`config.mk`:
```
export PLATFORM = sky130hd
export DESIGN_NAME = host_port_reset_control
export DESIGN_NICKNAME = d
export VERILOG_FILES = /design/src/hp_pkg.sv /design/src/wait_counter.sv /design/src/host_port_reset_control.sv
export SDC_FILE = /design/constraint.sdc
export NUM_CORES = 1
export LEC_CHECK = 0
export ABC_CLOCK_PERIOD_IN_PS = 2300
export BUFFER_PORTS_ARGS = -buffer_cell sky130_fd_sc_hd__buf_2
export CORE_MARGIN = 5
export CORE_UTILIZATION = 50
export CTS_BUF_LIST = sky130_fd_sc_hd__clkbuf_4
export CTS_CLUSTER_DIAMETER = 200
export DETAILED_ROUTE_END_ITERATION = 8
export PLACE_DENSITY = 0.79
export SETUP_SLACK_MARGIN = 0.1
export SKIP_LAST_GASP = 1
export SYNTH_ARGS = -nofsm -noshare
export SYNTH_HDL_FRONTEND = slang
export SYNTH_SLANG_ARGS = --single-unit
export TNS_END_PERCENT = 30
```
`constraint.sdc`:
```
create_clock -name clock -period 2.3 [get_ports clock]
set_input_delay 0.46 -clock clock [delete_from_list [all_inputs] [get_ports clock]]
set_output_delay 0.46 -clock clock [all_outputs]
set_load 0.03 [all_outputs]
```
`src/hp_pkg.sv`:
```
// constants for the host port and reset control block
package hp_pkg;
	localparam int unsigned CLK_MHZ = 40;
	// least wait after hardware reset, in master clock cycles
	localparam int unsigned RESET_WAIT_CYCLES = 75;
	localparam logic [15:0] OFF_MAIN_CONTROL = 16'h0000;
	localparam logic [15:0] OFF_MAIN_STATUS = 16'h0002;
	localparam logic [15:0] OFF_WINDOW = 16'h0030;
	localparam logic [15:0] MAIN_CONTROL_RST = 16'h0000;
	localparam logic [15:0] WINDOW_RST = 16'h0000;
	localparam logic [15:0] HOST_GROUP_LIMIT = 16'h0100;
	localparam int unsigned RELEASE_BIT = 15;
	localparam int unsigned CLKEN_BIT = 14;
	localparam int unsigned CLKEN2_BIT = 10;
	localparam int unsigned PAGE_W = 5;
	localparam int unsigned WAIT_W = 7;
	localparam logic [WAIT_W-1:0] WAIT_LAST = WAIT_W'(RESET_WAIT_CYCLES - 1);
	// status bits
	localparam int unsigned STAT_WAIT_DONE = 0;
	localparam int unsigned STAT_CLK_ON = 1;
	localparam int unsigned STAT_RUN = 2;
	// scheduler slot counts per backplane rate
	localparam logic [1:0] RATE_2M = 2'h0;
	localparam logic [1:0] RATE_4M = 2'h1;
	localparam logic [1:0] RATE_8M = 2'h2;
	localparam logic [10:0] SLOTS_2M = 11'h100;
	localparam logic [10:0] SLOTS_4M = 11'h200;
	localparam logic [10:0] SLOTS_8M = 11'h400;
	localparam logic [10:0] MAX_VC = 11'h400;
	typedef enum logic [3:0] {
		BOOT_HELD = 4'h1,
		BOOT_WAITED = 4'h2,
		BOOT_CLOCKS = 4'h4,
		BOOT_RUNNING = 4'h8
	} boot_t;
endpackage : hp_pkg

```
`src/wait_counter.sv`:
```
// saturating cycle counter for the post reset wait
`timescale 1ns/1ps
module wait_counter #(
	parameter int unsigned W = 7,
	parameter logic [W-1:0] LAST = '1
) (
	// clock and reset
	input wire logic clock,
	input wire logic nrst,
	// status
	output logic done
);
	logic [W-1:0] cnt_r;
	logic [W-1:0] cnt_nxt;
	logic done_nxt;
	always_comb begin
		cnt_nxt = cnt_r;
		done_nxt = done;
		if (cnt_r == LAST) begin
			done_nxt = 1'b1;
		end else begin
			cnt_nxt = cnt_r + W'(1);
		end
	end
	always_ff @(posedge clock or negedge nrst) begin
		if (!nrst) begin
			cnt_r <= '0;
			done <= 1'b0;
		end else begin
			cnt_r <= cnt_nxt;
			done <= done_nxt;
		end
	end
endmodule : wait_counter

```
`src/host_port_reset_control.sv`:
```
// host word port, register decode, page window and soft reset sequencing
`timescale 1ns/1ps
module host_port_reset_control (
	// clock and reset
	input wire logic clock,
	input wire logic nrst,
	// host access
	input wire logic access_strobe,
	input wire logic write_en,
	input wire logic memory_space_select,
	input wire logic [15:1] host_addr,
	input wire logic [15:0] host_wdata,
	// backplane rate from the tdm side
	input wire logic [1:0] backplane_rate,
	// answers to host
	output logic [15:0] host_rdata,
	output logic host_ack,
	// internal register space
	output logic reg_strobe,
	output logic reg_write,
	output logic [15:1] reg_addr,
	output logic [15:0] reg_wdata,
	input wire logic [15:0] reg_rdata,
	// external memory window
	output logic mem_strobe,
	output logic mem_write,
	output logic [20:1] mem_addr,
	output logic [15:0] mem_wdata,
	input wire logic [15:0] mem_rdata,
	input wire logic mem_ready,
	// device control
	output logic soft_reset_release,
	output logic clocks_enabled,
	output logic [10:0] slot_limit,
	output logic [10:0] vc_limit
);
	// ----------------------------------------
	// start-up wait
	// ----------------------------------------
	logic wait_done;
	wait_counter #(
		.W(hp_pkg::WAIT_W),
		.LAST(hp_pkg::WAIT_LAST)
	) u_wait (
		.clock(clock),
		.nrst(nrst),
		.done(wait_done)
	);

	// ----------------------------------------
	// registers and access engine
	// ----------------------------------------
	logic [15:0] main_control_r, main_control_nxt;
	logic [hp_pkg::PAGE_W-1:0] page_r, page_nxt;
	logic [15:0] rdata_nxt;
	logic ack_nxt;
	logic mem_busy_r, mem_busy_nxt;
	logic mstb_nxt, mwr_nxt;
	logic [20:1] maddr_nxt;
	logic [15:0] mwdata_nxt;
	logic rstb_nxt, rwr_nxt;
	logic [15:1] raddr_nxt;
	logic [15:0] rwdata_nxt;
	logic [10:0] slot_nxt;
	logic release_nxt, clk_nxt;
	hp_pkg::boot_t boot_r, boot_nxt;
	logic [15:0] byte_addr;
	logic [15:0] status_word;
	logic released;

	assign byte_addr = {host_addr, 1'b0};
	assign released = main_control_r[hp_pkg::RELEASE_BIT];
	always_comb begin
		status_word = '0;
		status_word[hp_pkg::STAT_WAIT_DONE] = wait_done;
		status_word[hp_pkg::STAT_CLK_ON] = boot_r inside {hp_pkg::BOOT_CLOCKS, hp_pkg::BOOT_RUNNING};
		status_word[hp_pkg::STAT_RUN] = boot_r == hp_pkg::BOOT_RUNNING;
	end

	always_comb begin
		main_control_nxt = main_control_r;
		page_nxt = page_r;
		rdata_nxt = host_rdata;
		ack_nxt = 1'b0;
		mem_busy_nxt = mem_busy_r;
		mstb_nxt = 1'b0;
		mwr_nxt = mem_write;
		maddr_nxt = mem_addr;
		mwdata_nxt = mem_wdata;
		rstb_nxt = 1'b0;
		rwr_nxt = reg_write;
		raddr_nxt = reg_addr;
		rwdata_nxt = reg_wdata;
		if (mem_busy_r) begin
			// stall the host until memory answers
			if (mem_ready) begin
				mem_busy_nxt = 1'b0;
				ack_nxt = 1'b1;
				rdata_nxt = mem_write ? 16'h0000 : mem_rdata;
			end
		end else if (access_strobe) begin
			if (memory_space_select) begin
				mstb_nxt = 1'b1;
				mwr_nxt = write_en;
				maddr_nxt = {page_r, host_addr};
				mwdata_nxt = host_wdata;
				mem_busy_nxt = 1'b1;
			end else begin
				ack_nxt = 1'b1;
				rdata_nxt = 16'h0000;
				if (byte_addr == hp_pkg::OFF_MAIN_CONTROL) begin
					if (write_en) begin
						main_control_nxt = host_wdata;
					end
					rdata_nxt = main_control_r;
				end else if (byte_addr == hp_pkg::OFF_MAIN_STATUS) begin
					rdata_nxt = status_word;
				end else if (byte_addr == hp_pkg::OFF_WINDOW) begin
					if (write_en) begin
						page_nxt = host_wdata[hp_pkg::PAGE_W-1:0];
					end
					rdata_nxt = {11'h000, page_r};
				end else if (byte_addr >= hp_pkg::HOST_GROUP_LIMIT && released && soft_reset_release) begin
					// outside the host group: passed on only after release
					ack_nxt = 1'b0;
					rstb_nxt = 1'b1;
					rwr_nxt = write_en;
					raddr_nxt = host_addr;
					rwdata_nxt = host_wdata;
				end
			end
		end
		if (reg_strobe) begin
			// internal registers answer one cycle after the strobe
			ack_nxt = 1'b1;
			rdata_nxt = reg_write ? 16'h0000 : reg_rdata;
		end
	end

	// ----------------------------------------
	// soft reset sequencing
	// ----------------------------------------
	always_comb begin
		boot_nxt = boot_r;
		unique case (boot_r)
			hp_pkg::BOOT_HELD: if (wait_done) boot_nxt = hp_pkg::BOOT_WAITED;
			hp_pkg::BOOT_WAITED: if (main_control_r[hp_pkg::CLKEN_BIT]) boot_nxt = hp_pkg::BOOT_CLOCKS;
			hp_pkg::BOOT_CLOCKS: if (released) boot_nxt = hp_pkg::BOOT_RUNNING;
			hp_pkg::BOOT_RUNNING: if (!released) boot_nxt = hp_pkg::BOOT_WAITED;
			default: boot_nxt = hp_pkg::BOOT_HELD;
		endcase
		// zero written to control pulls the device back into reset
		if (boot_r != hp_pkg::BOOT_HELD && main_control_r == hp_pkg::MAIN_CONTROL_RST) begin
			boot_nxt = hp_pkg::BOOT_WAITED;
		end
		release_nxt = released && boot_r inside {hp_pkg::BOOT_CLOCKS, hp_pkg::BOOT_RUNNING};
		clk_nxt = main_control_r[hp_pkg::CLKEN_BIT] && main_control_r[hp_pkg::CLKEN2_BIT];
		unique case (backplane_rate)
			hp_pkg::RATE_2M: slot_nxt = hp_pkg::SLOTS_2M;
			hp_pkg::RATE_4M: slot_nxt = hp_pkg::SLOTS_4M;
			default: slot_nxt = hp_pkg::SLOTS_8M;
		endcase
	end

	always_ff @(posedge clock or negedge nrst) begin
		if (!nrst) begin
			main_control_r <= hp_pkg::MAIN_CONTROL_RST;
			page_r <= hp_pkg::WINDOW_RST[hp_pkg::PAGE_W-1:0];
			host_rdata <= '0;
			host_ack <= 1'b0;
			mem_busy_r <= 1'b0;
			mem_strobe <= 1'b0;
			mem_write <= 1'b0;
			mem_addr <= '0;
			mem_wdata <= '0;
			reg_strobe <= 1'b0;
			reg_write <= 1'b0;
			reg_addr <= '0;
			reg_wdata <= '0;
			boot_r <= hp_pkg::BOOT_HELD;
			soft_reset_release <= 1'b0;
			clocks_enabled <= 1'b0;
			slot_limit <= hp_pkg::SLOTS_2M;
			vc_limit <= hp_pkg::MAX_VC;
		end else begin
			main_control_r <= main_control_nxt;
			page_r <= page_nxt;
			host_rdata <= rdata_nxt;
			host_ack <= ack_nxt;
			mem_busy_r <= mem_busy_nxt;
			mem_strobe <= mstb_nxt;
			mem_write <= mwr_nxt;
			mem_addr <= maddr_nxt;
			mem_wdata <= mwdata_nxt;
			reg_strobe <= rstb_nxt;
			reg_write <= rwr_nxt;
			reg_addr <= raddr_nxt;
			reg_wdata <= rwdata_nxt;
			boot_r <= boot_nxt;
			soft_reset_release <= release_nxt;
			clocks_enabled <= clk_nxt;
			slot_limit <= slot_nxt;
			vc_limit <= hp_pkg::MAX_VC;
		end
	end
endmodule : host_port_reset_control

```
# Word level (Yosys, flattened, before mapping)
# Cells that the tools add are included.
[word_totals]
regBits = 135
in_bits = 71
elab_cells = 95
[classes]
n_addsub = 1
order_cmp = 1
n_eq_ne = 15
n_mux = 38
bitwise = 5
reduce_logical = 16
[ops]
columns = ["cell", "n"]
rows = [
  ["16-bit 2-to-1 mux", 8],
  ["16-bit logical NOT", 2],
  ["11-bit one-hot mux with 2 select lines", 1],
  ["1-bit 2-to-1 mux", 21],
  ["4-bit 2-to-1 mux", 5],
  ["16-bit by 9-bit >= comparator with 1-bit output, second input constant", 1],
  ["4-bit one-hot mux with 4 select lines", 1],
  ["15-bit by 1-bit equality test with 1-bit output, second input constant", 1],
  ["15-bit by 5-bit equality test with 1-bit output, second input constant", 1],
  ["7-bit AND reduction", 2],
  ["5-bit 2-to-1 mux", 2],
  ["3-bit by 2-bit != test with 1-bit output, second input constant", 3],
  ["7-bit by 1-bit adder with 7-bit output, second input constant", 1],
  ["7-bit equality test, second input constant", 1],
  ["3-bit != test, second input constant", 2],
  ["3-bit AND reduction", 2],
  ["1-bit logical AND", 5],
  ["1-bit NOT", 5],
  ["5-bit AND reduction", 1],
  ["4-bit by 1-bit equality test with 1-bit output, second input constant", 1],
  ["4-bit by 2-bit equality test with 1-bit output, second input constant", 1],
  ["4-bit by 3-bit equality test with 1-bit output, second input constant", 1],
  ["4-bit equality test, second input constant", 1],
  ["4-bit by 1-bit != test with 1-bit output, second input constant", 1],
  ["other kinds (6)", 6],
]

# Longest topological paths before layout
[logic_depth]
word_depth = 11
depth_mapped = 7

# Hierarchy
# From an unflattened synthesis, not the netlist that was laid out.
[hier_totals]
cells_unflattened = 472
area_unflattened_um2 = 5619.1
[modules_own_cells]
columns = ["mod", "instances", "cells_each", "area_each_um2", "seq_area_each_um2"]
rows = [
  ["host_port_reset_control", 1, 444, 5257.5, 2980.4],
  ["wait_counter", 1, 28, 361.6, 200.2],
]

# Least setup slack after synthesis
# Ideal clock, no wire load.
[synth_path]
path_type = "in2reg"
start = "in host_addr[11] (netlist bit)"
end = "reg host_rdata[10]"
arrival_time_ns = 2.075
setup_slack_ns = 0.158
path_stages = 5
path_buffers = 1
path_cell_list = "or4_4 or4_4 nor4_4 buf_6 a221o_1"
[synth_via]
elab_chain_cells = 6
[synth_lines]
columns = ["element", "line", "source"]
rows = [
  ["start, declared", "host_port_reset_control.sv:11", "input wire logic [15:1] host_addr,"],
  ["16-bit logical NOT", "host_port_reset_control.sv:111", "if (byte_addr == hp_pkg::OFF_MAIN_CONTROL) begin"],
  ["16-bit 2-to-1 mux", "host_port_reset_control.sv:111", ""],
  ["16-bit 2-to-1 mux", "host_port_reset_control.sv:102", "if (memory_space_select) begin"],
  ["16-bit 2-to-1 mux", "host_port_reset_control.sv:101", "end else if (access_strobe) begin"],
  ["16-bit 2-to-1 mux", "host_port_reset_control.sv:94", "if (mem_busy_r) begin"],
  ["16-bit 2-to-1 mux", "host_port_reset_control.sv:133", "if (reg_strobe) begin"],
  ["end signal, assigned", "host_port_reset_control.sv:188", "host_rdata <= rdata_nxt;"],
  ["end, declared", "host_port_reset_control.sv:16", "output logic [15:0] host_rdata,"],
]
# No other way between the ends. The select of a mux whose other input is x is not followed.
# A chain may end at the register's enable or synchronous reset.

# Final worst setup path
[layout_path]
start = "reg mem_busy_r"
end = "reg reg_wdata[7]"
[layout_via]
elab_chain_cells = 2
[layout_lines]
columns = ["element", "line", "source"]
rows = [
  ["start, declared", "host_port_reset_control.sv:57", "logic mem_busy_r, mem_busy_nxt;"],
  ["start signal, assigned", "host_port_reset_control.sv:190", "mem_busy_r <= mem_busy_nxt;"],
  ["1-bit NOT (no line)", "--", ""],
  ["7-bit AND reduction (no line)", "--", ""],
  ["end signal, assigned", "host_port_reset_control.sv:198", "reg_wdata <= rwdata_nxt;"],
  ["end, declared", "host_port_reset_control.sv:22", "output logic [15:0] reg_wdata,"],
]
# No other way between the ends.

==> results.json <==
{
  "outcome": "complete, no violations",
  "final.fill_count": 849,
  "ys_types": 54,
  "drive_above_1_share_pct": 52.1,
  "via_count": 4059,
  "final_cell_mix": "buf_2, dfrtp_1, mux2_2, conb_1, clkbuf_4",
  "cts_root_buffer": "clkbuf_4",
  "setup_viol": 0,
  "startpoint_type": "flop",
  "htree_levels": 4,
  "layout_commonest_cell": "buf_2",
  "rsz0062_at_grt": "no",
  "setup_tns_ps": 0,
  "ys_seq_area_share_pct": 57.1,
  "yosysWarnings": 0,
  "ir_worst_vdd_uv": 521,
  "netlist_instances": 413,
  "whs_ps": 51.4,
  "grt-ovfl-total": 0,
  "required_ps": 2710,
  "layout.cells.non_filler": 746,
  "power_per_cell_area_nw_per_um2": 784,
  "leakage_nw": 3.62,
  "crit_path_max_fanout": 13,
  "arrival_ps": 2440,
  "drv_slew": 0,
  "gp_congestion": 0.884,
  "grt_pass1_wl_um": 22100,
  "clkSinkCount": 127,
  "synthArstFlopShare_pct": 100,
  "finClkSkew_ps": 14.9,
  "max_slew_margin_pct": 50.0,
  "nets": 666,
  "routed_wl_um": 13600,
  "dieArea_um2": 13400,
  "io_pins": 183,
  "placed_cell_area_um2": 6620,
  "drtAntennaViolNets": 0,
  "syn_area_per_cell_um2": 13.5,
  "ys.flop_type": "dfrtp_1",
  "place_ws_ps": -69.2,
  "tightest_slew_ps": 750,
  "period_minus_slack_ps": 2030,
  "timing_worst_setup_path_type": "flop to flop",
  "hpwl_um": 10400,
  "grt_pass1_vias": 4322,
  "start_util_pct": 51.2,
  "drc": 0,
  "cts_resized": 0,
  "synth-edff-count": 0,
  "clkTransAtPathRegs_ps": 100,
  "min_path_cells": 2,
  "worstRegToRegCells": 4,
  "finalPower_mw": 5.46,
  "period_share_pct": 88.3,
  "cts_buffers": 17,
  "grt_antenna_before_repair": 0,
  "insertion_delay_ps": 530,
  "fp.dieH_um": 116,
  "drt_iter0_markers": 233,
  "wire_per_inst_um": 18.3,
  "area_growth_pct": 24.9,
  "rows": 38,
  "clk_path_buf_depth": 2,
  "crit_path_end_kind": "flop",
  "finalHoldViolCount": 0,
  "syn_area_um2": 5570,
  "placed_cells": 713,
  "grt_usage_pct": 21.5,
  "cap_violations": 0,
  "diodes": 0,
  "fin_area_um2": 6960,
  "grt_max_degree": 36,
  "fp.dieW_um": 116,
  "cts_tree": "yes",
  "port_buffers": 163,
  "hold_class": "primary input to flop",
  "postLayoutCoreUtil_pct": 64.0,
  "setup_ws_ps": 270,
  "fmax_mhz": 493,
  "drt-pass1-iter-count": 5,
  "synth_seq_cells": 127,
  "vias_per_cell": 5.44,
  "core-area_um2": 10900
}
synthesized netlist by cell type, types with 3 or more instances:
cell,count,area (um2)
xnor2_1,5,43.8
nand2b_1,4,25.0
and3_1,4,25.0
a21o_1,4,30.0
buf_4,19,143
clkbuf_1,14,52.6
nand3_1,5,25.0
dfrtp_1,125,3130
a21oi_1,4,20.0
nand3b_1,3,22.5
and2_1,4,25.0
a22o_1,11,96.3
nor2_1,10,37.5
a22oi_1,5,37.5
a221o_1,11,110
nand2_1,7,26.3
inv_1,10,37.5
mux2_2,90,1010
o31ai_1,4,30.0
nor4_4,3,63.8
a32oi_1,4,35.0
buf_2,5,25.0
or4_4,3,33.8
nor4_1,5,31.3
nor4b_1,3,26.3
nor2b_1,4,25.0
o21ai_0,9,45.0
flip-flops by register name, indices dropped and copies added (netlist names), 3 cells and up:
signal	count
boot_r	4
slot_limit	3
page_r	5
host_rdata	16
reg_addr	15
main_control_r	16
mem_wdata	16
mem_addr	20
u_wait.cnt_r	7
reg_wdata	16
critical path, stage by stage, from the launching register on:
cell,delay (ps)
dfrtp_1,380
or3b_2,580
nor3_4,400
buf_12,200
mux2_2,350
per-layer routing:
layer	wire length [um]	track usage [%]	vias to the layer above
met5	0	0	-
met4	287	7.82	0
met3	896	6.74	26
met2	6880	34.7	129
met1	5570	27.4	2046
li1	-	-	1858
layout make-up:
type / count / area (um2) / area share (%)
inverter: 10 / 37.5 / 0.539
clock buffer: 18 / 135 / 1.94
timing repair buffer: 185 / 1060 / 15.2
tap: 140 / 175 / 2.52
sequential: 127 / 3180 / 45.7
clock inverter: 14 / 196 / 2.82
multi-input combinational: 252 / 2180 / 31.3
report_power, final:
| group | total (mW) | internal, mW | switching [mW] | leakage [nW] |
|---|---|---|---|---|
| clock network | 1.76 | 0.965 | 0.795 | 0.176 |
| logic | 1.16 | 0.388 | 0.772 | 1.80 |
| registers | 2.54 | 2.43 | 0.103 | 1.64 |
| total | 5.46 | 3.79 | 1.67 | 3.62 |
what timing repair did:
| action | in CTS | in global routing |
|---|---|---|
| endpoints found under the hold margin | 23 | 0 |
| setup buffers | 0 | 0 |
| hold buffers | 1 | 0 |
cells by family after synthesis:
family | Yosys count | share of synthesized area (%)
XOR/XNOR | 7 | 1.10
adder cells (fa/ha/maj) | 2 | 0.449
AO/OA/AOI/OAI | 63 | 8.89
AND/OR/NAND/NOR | 70 | 8.91
buffers and inverters | 51 | 5.10
other | 2 | 0.135
flip-flops | 127 | 57.1
multiplexers | 91 | 18.4
worst paths after layout:
check | start | to | slack (ps)
max | mem_busy_r$_DFF_PN0_ | reg_wdata[7]$_DFFE_PN0P_ | 270
min | backplane_rate[0] | slot_limit[8]$_DFF_PN1_ | 50
max reg2reg | mem_busy_r$_DFF_PN0_ | reg_wdata[7]$_DFFE_PN0P_ | 270
min reg2reg | u_wait.cnt_r[6]$_DFFE_PN0P_ | u_wait.cnt_r[6]$_DFFE_PN0P_ | 510
max in group asynchronous | nrst | slot_limit[8]$_DFF_PN1_ | 1210
min in group asynchronous | nrst | host_rdata[0]$_DFFE_PN0P_ | 400
No activity file was read; power rests on OpenSTA's default activity.
